### config.mk
export PLATFORM = sky130hd
export DESIGN_NAME = micp_top
export DESIGN_NICKNAME = d
export VERILOG_FILES = /design/src/micp_pkg.sv /design/src/micp_top.sv
export SDC_FILE = /design/constraint.sdc
export NUM_CORES = 1
export LEC_CHECK = 0
export BUFFER_PORTS_ARGS = -buffer_cell sky130_fd_sc_hd__buf_2
export CORE_AREA = 2 2 133 122
export DETAILED_ROUTE_END_ITERATION = 8
export DIE_AREA = 0 0 135 124
export GPL_TIMING_DRIVEN = 0
export PLACE_DENSITY_LB_ADDON = 0.15
export REMOVE_ABC_BUFFERS = 1
export SYNTH_ARGS = -nofsm -noshare
export SYNTH_HDL_FRONTEND = slang
export SYNTH_SLANG_ARGS = --single-unit
### constraint.sdc
create_clock -name clk -period 3.8 [get_ports clk]
set_clock_uncertainty 0.2 [all_clocks]
set_input_delay 0.19 -clock clk [delete_from_list [all_inputs] [get_ports clk]]
set_output_delay 0.19 -clock clk [all_outputs]
set_load 0.005 [all_outputs]
### src/micp_pkg.sv
package micp_pkg;
  // register offsets
  localparam logic [7:0] ADDR_RLS   = 8'h40;
  localparam logic [7:0] ADDR_STS1  = 8'h41;
  localparam logic [7:0] ADDR_STS2  = 8'h42;
  localparam logic [7:0] ADDR_SFR   = 8'h7c;
  localparam logic [7:0] ADDR_VEN   = 8'h7e;
  localparam logic [7:0] ADDR_CFG   = 8'h7f;
  localparam logic [7:0] ADDR_FEN   = 8'h80;
  localparam logic [7:0] ADDR_TEN   = 8'h82;
  localparam logic [7:0] ADDR_RD1   = 8'h25;
  localparam logic [7:0] ADDR_RD2   = 8'h27;
  // reset values
  localparam logic [7:0] RST_ZERO   = 8'h00;
  localparam logic [7:0] RST_SFR    = 8'h40;
  // special codes
  localparam logic [7:0] SENSOR_ERR = 8'h80;
  localparam logic [7:0] DIS_READ   = 8'h00;
  // ready/lock/start fields
  localparam int RLS_START = 0;
  localparam int RLS_LOCK  = 1;
  localparam int RLS_READY = 2;
  // special function fields
  localparam int SFR_LPSEL = 0;
  localparam int SFR_GIE   = 2;
  localparam logic [7:0] SFR_LP_MASK = 8'h07;
  // configuration fields
  localparam int CFG_IRQ_ON_TACH_THREE_PIN = 0;
  localparam int CFG_IRQ_ON_PWM_TWO_PIN = 1;
  localparam int CFG_INIT  = 7;
  // enable register fields (bit 0 is the group enable)
  localparam int EN_GROUP = 0;
  localparam int TEN_D1   = 1;
  localparam int TEN_D2   = 2;
  localparam int TEN_AMB  = 3;
  localparam int VEN_VCC  = 1;
  localparam int VEN_VCCP = 2;
  localparam int FEN_TACH = 1;
  // status one fields
  localparam int S1_VCC  = 0;
  localparam int S1_VCCP = 1;
  localparam int S1_D1   = 2;
  localparam int S1_AMB  = 3;
  localparam int S1_D2   = 4;
  // status two fields
  localparam int S2_TACH = 0;
  localparam int S2_F1   = 6;
  localparam int S2_F2   = 7;
  localparam int NTACH   = 4;

  typedef struct packed {
    logic             d1_lim;
    logic             amb_lim;
    logic             d2_lim;
    logic             vcc_lim;
    logic             vccp_lim;
    logic [NTACH-1:0] tach_lim;
  } micp_cond_t;

  typedef struct packed {
    logic open_ckt;
    logic p_vcc;
    logic p_gnd;
    logic n_vcc;
    logic n_gnd;
  } micp_fault_t;
endpackage

### src/micp_top.sv
// Overview of operation
// - a detected violation or diode fault sets its status bit
// - a status read clears only bits whose cause has ended
// - status registers ignore writes and zero on reset and soft init
// - a cleared individual enable stops its event setting the status bit
// - open diode or any terminal short sets that diode's fault bit
// - a diode fault loads the error code, except negative terminal to ground
// - a reading equal to the error code sets the diode temperature error
// - fault bits never drive the interrupt output directly
// - zone fans run fully on while the diode reading holds error code
// - disabled diode: no fault bit, fault loads zero, else normal reading
// - interrupt routed to fan-two or speed-three pin, gated by global enable
// - group enables admit temperature, voltage and fan events
// - temperature events assert interrupt under all three enables
// - voltage events assert interrupt under all three enables
// - tach events assert interrupt under all three enables
// - with global enable, interrupt stays low while a group-enabled status bit stays set, until released
// - an alert response read releases the interrupt output
// - interrupt goes active only while monitoring runs
// - start cleared enters sleep or shutdown; pwm at full duty
// - lock bit freezes start and low-power select
// - sleep keeps all access; shutdown allows few bits, write only
// - configuration bit seven soft-resets all but reading registers
module micp_top
  import micp_pkg::*;
(
  input  wire logic        clk,
  input  wire logic        reset_n,
  input  wire logic [7:0]  reg_addr,
  input  wire logic [7:0]  reg_wdata,
  input  wire logic        reg_wr,
  input  wire logic        reg_rd,
  output logic [7:0]       reg_rdata,
  input  wire logic        ara_read,
  input  wire logic        conv_done,
  input  wire micp_cond_t  cond,
  input  wire micp_fault_t fault_one,
  input  wire micp_fault_t fault_two,
  input  wire logic [7:0]  raw_one,
  input  wire logic [7:0]  raw_two,
  input  wire logic        pwm_two_in,
  output logic [7:0]       reading_one,
  output logic [7:0]       reading_two,
  output logic [1:0]       zone_full_on,
  output logic             pwm_full_duty,
  output logic             monitor_running,
  output logic             sleep_mode,
  output logic             shutdown_mode,
  output logic             irq_n,
  output logic             fan_drive_two_pin,
  output logic             speed_input_three_pin_out,
  output logic             speed_input_three_pin_oe
);

  logic [7:0] rls_q, rls_d;
  logic [7:0] sts1_q, sts1_d;
  logic [7:0] sts2_q, sts2_d;
  logic [7:0] sfr_q, sfr_d;
  logic [7:0] ven_q, ven_d;
  logic [7:0] cfg_q, cfg_d;
  logic [7:0] fen_q, fen_d;
  logic [7:0] ten_q, ten_d;
  logic [7:0] rd1_q, rd1_d;
  logic [7:0] rd2_q, rd2_d;
  logic [7:0] rdata_q, rdata_d;
  logic       released_q, released_d;

  // mode decode
  wire start      = rls_q[RLS_START];
  wire locked     = rls_q[RLS_LOCK];
  wire lp_shut    = ~start & sfr_q[SFR_LPSEL];
  wire lp_sleep   = ~start & ~sfr_q[SFR_LPSEL];
  wire soft_init  = reg_wr & (reg_addr == ADDR_CFG)
                  & reg_wdata[CFG_INIT];
  // conversions only count while monitoring
  wire conv       = conv_done & start;

  // address decode
  wire hit_rls  = reg_addr == ADDR_RLS;
  wire hit_sts1 = reg_addr == ADDR_STS1;
  wire hit_sts2 = reg_addr == ADDR_STS2;
  wire hit_sfr  = reg_addr == ADDR_SFR;
  wire hit_ven  = reg_addr == ADDR_VEN;
  wire hit_cfg  = reg_addr == ADDR_CFG;
  wire hit_fen  = reg_addr == ADDR_FEN;
  wire hit_ten  = reg_addr == ADDR_TEN;
  wire hit_rd1  = reg_addr == ADDR_RD1;
  wire hit_rd2  = reg_addr == ADDR_RD2;
  // shutdown leaves only sfr and config, and only for writes
  wire wr_ok    = reg_wr & (~lp_shut | hit_sfr | hit_cfg);
  wire rd_ok    = reg_rd & ~lp_shut;
  wire rd_sts1  = rd_ok & hit_sts1;
  wire rd_sts2  = rd_ok & hit_sts2;

  // diode fault detection
  wire flt1_any = |fault_one;
  wire flt2_any = |fault_two;
  wire flt1_ld  = flt1_any & ~(fault_one.n_gnd
                  & ~(fault_one.open_ckt | fault_one.p_vcc
                  | fault_one.p_gnd | fault_one.n_vcc));
  wire flt2_ld  = flt2_any & ~(fault_two.n_gnd
                  & ~(fault_two.open_ckt | fault_two.p_vcc
                  | fault_two.p_gnd | fault_two.n_vcc));
  wire remote_one_enable    = ten_q[TEN_D1];
  wire remote_two_enable    = ten_q[TEN_D2];

  // reading selection
  wire [7:0] new_rd1 = ~flt1_ld ? raw_one
                     : remote_one_enable    ? SENSOR_ERR
                     :            DIS_READ;
  wire [7:0] new_rd2 = ~flt2_ld ? raw_two
                     : remote_two_enable    ? SENSOR_ERR
                     :            DIS_READ;

  // causes, both as sampled now and as latched in the readings
  wire d1_err_now = cond.d1_lim | (new_rd1 == SENSOR_ERR);
  wire d2_err_now = cond.d2_lim | (new_rd2 == SENSOR_ERR);
  wire d1_err_hold = cond.d1_lim | (rd1_q == SENSOR_ERR);
  wire d2_err_hold = cond.d2_lim | (rd2_q == SENSOR_ERR);

  // live causes, one per status bit
  logic [7:0] cause1, cause2, en1, en2, cset1, cset2;
  always_comb
  begin
    cause1 = RST_ZERO;
    cause1[S1_VCC]  = cond.vcc_lim;
    cause1[S1_VCCP] = cond.vccp_lim;
    cause1[S1_D1]   = d1_err_hold;
    cause1[S1_AMB]  = cond.amb_lim;
    cause1[S1_D2]   = d2_err_hold;
    cause2 = RST_ZERO;
    cause2[S2_TACH +: NTACH] = cond.tach_lim;
    cause2[S2_F1]   = flt1_any;
    cause2[S2_F2]   = flt2_any;
    // per-bit enables
    en1 = RST_ZERO;
    en1[S1_VCC]  = ven_q[VEN_VCC];
    en1[S1_VCCP] = ven_q[VEN_VCCP];
    en1[S1_D1]   = remote_one_enable;
    en1[S1_AMB]  = ten_q[TEN_AMB];
    en1[S1_D2]   = remote_two_enable;
    en2 = RST_ZERO;
    en2[S2_TACH +: NTACH] = fen_q[FEN_TACH +: NTACH];
    en2[S2_F1]   = remote_one_enable;
    en2[S2_F2]   = remote_two_enable;
    // causes seen at this conversion
    cset1 = cause1;
    cset1[S1_D1] = d1_err_now;
    cset1[S1_D2] = d2_err_now;
    cset2 = cause2;
  end

  wire [7:0] set1 = {8{conv}} & cset1 & en1;
  wire [7:0] set2 = {8{conv}} & cset2 & en2;
  wire [7:0] clr1 = {8{rd_sts1}} & ~cause1;
  wire [7:0] clr2 = {8{rd_sts2}} & ~cause2;

  // interrupt gating; fault bits are left out on purpose
  wire grp_temp = ten_q[EN_GROUP] & |(sts1_q & ((8'h01 << S1_D1)
                  | (8'h01 << S1_AMB) | (8'h01 << S1_D2)));
  wire grp_volt = ven_q[EN_GROUP] & |(sts1_q & ((8'h01 << S1_VCC)
                  | (8'h01 << S1_VCCP)));
  wire grp_fan  = fen_q[EN_GROUP]
                  & |sts2_q[S2_TACH +: NTACH];
  wire pending  = (grp_temp | grp_volt | grp_fan)
                  & sfr_q[SFR_GIE] & start;
  wire irq_act  = pending & ~released_q;
  wire new_set  = |(set1 & ~sts1_q) | |(set2 & ~sts2_q);
  // taken from the write itself, so the line reasserts with the enable
  wire gie_rise = sfr_d[SFR_GIE] & ~sfr_q[SFR_GIE];

  // register next values
  always_comb
  begin
    rls_d  = rls_q;
    sfr_d  = sfr_q;
    ven_d  = ven_q;
    cfg_d  = cfg_q;
    fen_d  = fen_q;
    ten_d  = ten_q;
    // writes never reach status bits
    sts1_d = (sts1_q & ~clr1) | set1;
    sts2_d = (sts2_q & ~clr2) | set2;
    if (wr_ok & hit_rls)
    begin
      rls_d[RLS_LOCK] = rls_q[RLS_LOCK] | reg_wdata[RLS_LOCK];
      if (!locked)
        rls_d[RLS_START] = reg_wdata[RLS_START];
    end
    if (wr_ok & hit_sfr)
    begin
      if (lp_shut)
        sfr_d = (sfr_q & ~SFR_LP_MASK)
              | (reg_wdata & SFR_LP_MASK);
      else
        sfr_d = reg_wdata;
      if (locked)
        sfr_d[SFR_LPSEL] = sfr_q[SFR_LPSEL];
    end
    if (wr_ok & hit_ven)
      ven_d = reg_wdata;
    if (wr_ok & hit_cfg)
    begin
      cfg_d = reg_wdata;
      cfg_d[CFG_INIT] = 1'b0;
    end
    if (wr_ok & hit_fen)
      fen_d = reg_wdata;
    if (wr_ok & hit_ten)
      ten_d = reg_wdata;
    // soft init, readings excluded
    if (soft_init)
    begin
      rls_d  = RST_ZERO;
      sfr_d  = RST_SFR;
      ven_d  = RST_ZERO;
      cfg_d  = RST_ZERO;
      fen_d  = RST_ZERO;
      ten_d  = RST_ZERO;
      sts1_d = RST_ZERO;
      sts2_d = RST_ZERO;
    end
  end

  // readings update once per conversion and survive soft init
  assign rd1_d = conv ? new_rd1 : rd1_q;
  assign rd2_d = conv ? new_rd2 : rd2_q;

  // alert response drops the line until something new arrives
  assign released_d = soft_init ? 1'b0
                    : ara_read  ? 1'b1
                    : (new_set | gie_rise) ? 1'b0
                    : released_q;

  // read mux; shutdown keeps the last read data since registers are write only
  logic [7:0] rmux;
  always_comb
  begin
    rmux = RST_ZERO;
    if (hit_rls)
    begin
      rmux = rls_q;
      rmux[RLS_READY] = 1'b1;
    end
    else if (hit_sts1)
      rmux = sts1_q;
    else if (hit_sts2)
      rmux = sts2_q;
    else if (hit_sfr)
      rmux = sfr_q;
    else if (hit_ven)
      rmux = ven_q;
    else if (hit_cfg)
      rmux = cfg_q;
    else if (hit_fen)
      rmux = fen_q;
    else if (hit_ten)
      rmux = ten_q;
    else if (hit_rd1)
      rmux = rd1_q;
    else if (hit_rd2)
      rmux = rd2_q;
  end
  assign rdata_d = rd_ok ? rmux : rdata_q;

  always_ff @(posedge clk or negedge reset_n)
  begin
    if (!reset_n)
    begin
      rls_q  <= RST_ZERO;
      sts1_q <= RST_ZERO;
      sts2_q <= RST_ZERO;
      sfr_q  <= RST_SFR;
      ven_q  <= RST_ZERO;
      cfg_q  <= RST_ZERO;
      fen_q  <= RST_ZERO;
      ten_q  <= RST_ZERO;
    end
    else
    begin
      rls_q  <= rls_d;
      sts1_q <= sts1_d;
      sts2_q <= sts2_d;
      sfr_q  <= sfr_d;
      ven_q  <= ven_d;
      cfg_q  <= cfg_d;
      fen_q  <= fen_d;
      ten_q  <= ten_d;
    end
  end

  always_ff @(posedge clk or negedge reset_n)
  begin
    if (!reset_n)
    begin
      rd1_q      <= RST_ZERO;
      rd2_q      <= RST_ZERO;
      rdata_q    <= RST_ZERO;
      released_q <= 1'b0;
    end
    else
    begin
      rd1_q      <= rd1_d;
      rd2_q      <= rd2_d;
      rdata_q    <= rdata_d;
      released_q <= released_d;
    end
  end

  // outputs
  assign reg_rdata       = rdata_q;
  assign reading_one     = rd1_q;
  assign reading_two     = rd2_q;
  assign zone_full_on[0] = rd1_q == SENSOR_ERR;
  assign zone_full_on[1] = rd2_q == SENSOR_ERR;
  assign pwm_full_duty   = ~start;
  assign monitor_running = start;
  assign sleep_mode      = lp_sleep;
  assign shutdown_mode   = lp_shut;
  assign irq_n           = ~irq_act;
  // pin sharing: pwm path when not routed
  assign fan_drive_two_pin = cfg_q[CFG_IRQ_ON_PWM_TWO_PIN] ? ~irq_act
                           : pwm_two_in;
  assign speed_input_three_pin_out = 1'b0;
  assign speed_input_three_pin_oe  = cfg_q[CFG_IRQ_ON_TACH_THREE_PIN]
                                   & irq_act;

endmodule // micp_top

# --- After elaboration in Yosys (flattened, before gate mapping) ---
# Cells that the tools add are included.
classes:
  addsub: 0
  muxes: 35
  n_reduce_logical: 16
  n_mul: 0
  magnitude_cmp: 0
  n_div: 0
  shifts: 0
  n_eq_ne: 15
  bitwise: 73
ops:
  columns: ["op", "count"]
  rows:
  - ["2-to-1 mux 8 bit", 27]
  - ["AND 8 bit", 8]
  - ["equality test 8 x 7 -> 1 bit (second input constant)", 6]
  - ["equality test 8 bit (second input constant)", 6]
  - ["inverter 8 bit", 5]
  - ["AND 1 bit", 27]
  - ["OR 1 bit", 17]
  - ["AND 8 x 5 -> 8 bit", 2]
  - ["equality test 8 x 6 -> 1 bit (second input constant)", 2]
  - ["OR 8 bit", 2]
  - ["OR reduction 8 bit", 2]
  - ["nonzero test 2 bit", 6]
  - ["inverter 1 bit", 10]
  - ["OR reduction 5 bit", 2]
  - ["inverter 5 -> 8 bit", 1]
  - ["OR 8 x 3 -> 8 bit", 1]
  - ["2-to-1 mux 1 bit", 6]
  - ["2-to-1 mux 2 bit", 2]
  - ["AND reduction 2 bit", 2]
  - ["OR reduction 4 bit", 1]
  - ["nonzero test 3 bit", 1]
  - ["OR reduction 3 bit", 1]
  - ["inequality test 2 x 1 -> 1 bit (second input constant)", 1]
  - ["OR reduction 2 bit", 1]
word_totals:
  mem_count: 0
  elab_cells: 154
  input_bits: 58
  ram_bits: 0
  latchBits: 0
  rom_bits: 0
  regBits: 83
  out_inout_bits: 34

# --- Logic depth before layout (Yosys ltp) ---
logic_depth:
  word_depth: 19
  mapped_depth: 8
  ltp_nobuf: 6

# --- Worst setup path after synthesis ---
# Ideal clock, no wire load.
synth_timing:
  kind: "input to register"
  start: "in reg_addr[4]"
  end: "reg sts1_q[2]"
  slack_ns: 1.535
  path_stages: 8
  t_arrival_ns: 1.905
  path_cell_list: "or4b_1 > buf_2 > or2_1 > buf_2 > or3_1 > buf_2 > o31ai_2 > a21oi_1"
synth_via:
  elab_chain_len: 7
  elab_cells_between_ends: 10
  cone_classes: "eq/ne: 2; mux: 1; bitwise: 7"
synth_rtl:
  columns: ["element", "line_no", "source"]
  rows:
  - ["start: declaration", "micp_top.sv:29", "input wire logic [7:0] reg_addr,"]
  - ["equality test 8 x 7 -> 1 bit", "micp_top.sv:80", "wire hit_sts1 = reg_addr == ADDR_STS1;"]
  - ["AND 1 bit", "micp_top.sv:92", "wire rd_sts1 = rd_ok & hit_sts1;"]
  - ["AND 8 bit", "micp_top.sv:155", "wire [7:0] clr1 = {8{rd_sts1}} & ~cause1;"]
  - ["inverter 8 bit", "micp_top.sv:182", "sts1_d = (sts1_q & ~clr1) | set1;"]
  - ["AND 8 bit", "micp_top.sv:182", null]
  - ["OR 8 bit", "micp_top.sv:182", null]
  - ["2-to-1 mux 8 bit *", "micp_top.sv:212", "if (soft_init)"]
  - ["via sts1_d[2]", "micp_top.sv:56", "logic [7:0] sts1_q, sts1_d;"]
  - ["end signal: assignment", "micp_top.sv:282", "sts1_q <= sts1_d;"]
  - ["end: declaration", "micp_top.sv:56", null]
# The timed path passes the listed nets; every way through them passes the cells marked *.
# A chain may end at the register's enable or synchronous reset.

# --- Worst setup path in the final report ---
layout_timing:
  start: "in reg_addr[0]"
  end: "reg ten_q[6]"
layout_via:
  elab_chain_len: 6
  elab_cells_between_ends: 11
  cone_classes: "eq/ne: 3; mux: 1; bitwise: 6; reduce/logical: 1"
layout_rtl:
  columns: ["element", "line_no", "source"]
  rows:
  - ["equality test 8 x 7 -> 1 bit", "micp_top.sv:82", "wire hit_sfr = reg_addr == ADDR_SFR;"]
  - ["OR 1 bit (2 in a row)", "micp_top.sv:90", "wire wr_ok = reg_wr & (~lp_shut | hit_sfr | hit_cfg);"]
  - ["AND 1 bit", "micp_top.sv:90", null]
  - ["AND 1 bit", "micp_top.sv:209", "if (wr_ok & hit_ten)"]
  - ["nonzero test 2 bit (no line)", null, null]
  - ["end signal: assignment", "micp_top.sv:288", "ten_q <= ten_d;"]
  - ["end: declaration", "micp_top.sv:62", "logic [7:0] ten_q, ten_d;"]
# Several ways; a longest one is shown, not always the timed one.

==> run summary <==
========================================================================================================
Final nets                                                                                           685
Tcrit/Tclk final                                                                                   87.4%
Arrival @ worst endpoint                                                                         3.38 ns
Resize count post-CTS                                                                                  0
VDD IR max                                                                                        230 µV
Area of the die                                                                               16,700 µm²
CTS root buffer                                                                                clkbuf_16
Worst min-delay path class                                                                     in -> reg
Avg WL per Cell                                                                                  20.4 µm
Hold_sp                                                                                     fault_one[4]
Avg Cell Area, Syn                                                                              8.77 µm²
N_diodes                                                                                               0
Total congestion overflow after global routing                                                         0
Leading cell types by count after synthesis                                                 81 x dfrtp_1, 80 x nand2_1, 39 x nand3_1
Unrepaired setup endpoints after global routing                                                    false
Async SR Flop Fraction                                                                              100%
Post-CTS clock slew at the launch and capture registers of the worst setup and hold paths        0.06 ns
CTS Buffer Depth                                                                                       2
Total negative setup slack                                                                          0 ns
Startpoint type of the worst setup path                                                     primary input
Clock latency on the worst-skew pair                                                             0.35 ns
Boundary pin count                                                                                    92
Total power                                                                                    0.00214 W
Transition time at the pin with the least slew margin                                            1.38 ns
First-pass DRT Iterations                                                                              5
Critical Path Source                                                                         reg_addr[0]
Number of antenna violations at the first check in global routing                                      0
Number of synthesized flops with an enable pin                                                         0
Relative slew margins                                                                              7.74%
Violations in the final reports                                                             negative hold slack
Maximum level of the CTS H-tree                                                                        3
Area growth from synthesis to final layout                                                         27.8%
Via total after detailed routing                                                                   4,610
Final GP Congestion                                                                                0.870
Placeable core region                                                                         15,300 µm²
Result of the run                                                                           finished, violations left
Final design area excluding fillers                                                             5830 µm²
Leakage power                                                                                    2.77 nW
Final Critical Period                                                                            3.32 ns
Number of distinct library cells after synthesis                                                      57
Fraction of layout instances using a drive strength above 1                                        19.8%
Number of placement rows                                                                              43
Via count of the first global-routing pass                                                         4,541
Maximum clock frequency                                                                          301 MHz
Number of design rule violations left after detail routing                                             0
Ys flop type                                                                                     dfrtp_1
Final-report hold violation count                                                                      7
Total half-perimeter wirelength after legalization and detailed placement                      12,100 µm
Number of instances in the synthesized netlist                                                       520
Pin count of the biggest net entering global routing                                                  59
Most numerous cell in the Yosys netlist                                                          dfrtp_1
Port Buffer Count                                                                                     90
Via density per instance                                                                            5.53
Final setup vio count                                                                                  0
Top fanout value on the critical path                                                                 34
Chip width                                                                                        135 µm
First-pass GRT wire length                                                                     26,700 µm
Final Max Slew Viols                                                                                   0
Flop and latch count out of synthesis                                                                 82
Number of filler cells placed in the layout                                                        1,617
Vertical extent of the die                                                                        124 µm
Worst R2R Start                                                                                 rls_q[0]
CTS tree                                                                                             yes
Number of clock buffers inserted by TritonCTS                                                          9
Placed Area                                                                                     5200 µm²
Pwr dens                                                                                      367 nW/µm²
Detail Route Antenna Nets                                                                              0
Initial standard-cell utilization of the core                                                      29.8%
Largest area contributor in the netlist                                                          dfrtp_1
Portion of synthesized cell area occupied by the leading cell type                                 44.5%
Total GRT Usage                                                                                    21.4%
Hold Worst Slack                                                                              -0.0172 ns
Cell area after technology mapping                                                              4560 µm²
Final wirelength                                                                               17,000 µm
Critical Path RT                                                                                 3.86 ns
Non-filler cells in the finished layout                                                              834
Kind of end point of the critical path                                                          register
Most area-consuming cells after synthesis                                                   dfrtp_1 44%, nand2_1 6.6%, mux2i_1 6.1%
Startpoint-to-endpoint class of the critical path                                              in -> reg
Initial drt markers                                                                                  434
Dpl cells                                                                                            783
Clock Sink Count                                                                                      82
Share of synthesized area occupied by flip-flops and latches                                       45.0%
Reported max-cap violation count                                                                       0
Number of warnings printed during yosys synthesis                                                      0
========================================================================================================
final timing paths:
kind / endpoint / slack [ns] / depth (start not counted)
setup reg to reg: ten_q[6] / 1.08 / 4
hold reg to reg: ven_q[3] / 0.28 / 2
min in group asynchronous: fen_q[2] / 0.09 / 2
hold / removal: reading_one[0] / -0.02 / 4
setup / recovery: ten_q[6] / 0.48 / 5
max in group asynchronous: ven_q[5] / 2.70 / 3
metal layers:
layer	track usage [%]	vias up	wire length, µm	share of wire, %
met1	29.1	2283	7560	44
met5	0	-	0	0
met2	34.5	175	8090	48
met3	3.74	28	992	5.8
met4	7.29	0	365	2.1
li1	-	2124	-	-
worst max-delay path: stages:
cell and delay, ns:
buf_2 0.31, nor4b_1 0.79, nand2_1 0.56, o31ai_2 1.23, mux2i_1 0.29
metrics by stage:
| step | setup slack [ns] | util [%] | hold WS, ns |
|---|---|---|---|
| after detailed placement | 0.176 | 34.1 | -0.0716 |
| after CTS | 0.552 | 38.1 | 0.000703 |
| after global placement | -0.725 | 33.6 | 0.225 |
| final | 0.478 | 38.1 | -0.0172 |
| after floorplan | 0.957 | - | -0.306 |
| after global routing | 0.364 | 38.1 | 0.00367 |
flip-flops by register name (all words and copies together) (netlist names), 2 cells and up:
name         count
ven_q            8
reading_two      8
ten_q            8
fen_q            8
sts1_q           8
sts2_q           8
reading_one      8
sfr_q            8
reg_rdata        8
cfg_q            7
rls_q            2
area by class of cell:
type / instances / area, µm² / area share (%)
sequential: 82 / 2050 / 35.2
clock inverter: 3 / 15.0 / 0.258
clock buffer: 13 / 250 / 4.29
tap: 202 / 253 / 4.34
multi-input combinational: 390 / 2330 / 40.1
inverter: 15 / 56.3 / 0.966
timing repair buffer: 129 / 865 / 14.8
logic make-up (layout without fill, tap and decap cells):
kind of cell    count (synthesis)  count (layout)  share of synthesized area (%)
other cells                     1               1                         0.0822
simple gates                  224             224                           24.1
buf+inv                        48             160                           4.12
compound gates                130             130                           18.8
flops                          82              82                           45.0
mux                            35              35                           7.88
report_power, final:
part | switching (W) | internal [W] | leakage [nW]
clock | 0.000349 | 0.000458 | 0.133
combinational | 0.000175 | 0.000145 | 1.56
sequential | 0.0000765 | 0.000935 | 1.07
layout by cell type, fill, tap and decap left out, types with 4 or more instances in the layout:
cell	instances
o21ai_0	33
nand2_1	80
inv_1	15
o22ai_1	8
nor4_1	5
nand4_1	8
and3_1	12
mux2i_1	28
dfrtp_1	81
nor2_1	35
buf_2	89
a211o_1	4
a31oi_1	13
nand2b_1	9
nand3_1	39
mux2_2	7
o31ai_1	9
and2_1	4
a21oi_1	27
clkbuf_16	9
o311ai_0	4
o221ai_1	4
dlygate4sd3_1	35
or3_1	4
nor3_1	5
o32ai_1	4
repair_timing:
item                                    CTS  global route
setup buffers                             0             0
hold buffers                             35             0
endpoints found under the hold margin   143             0
endpoints found under the setup margin    0             0
No activity file was read; power rests on OpenSTA's default activity.
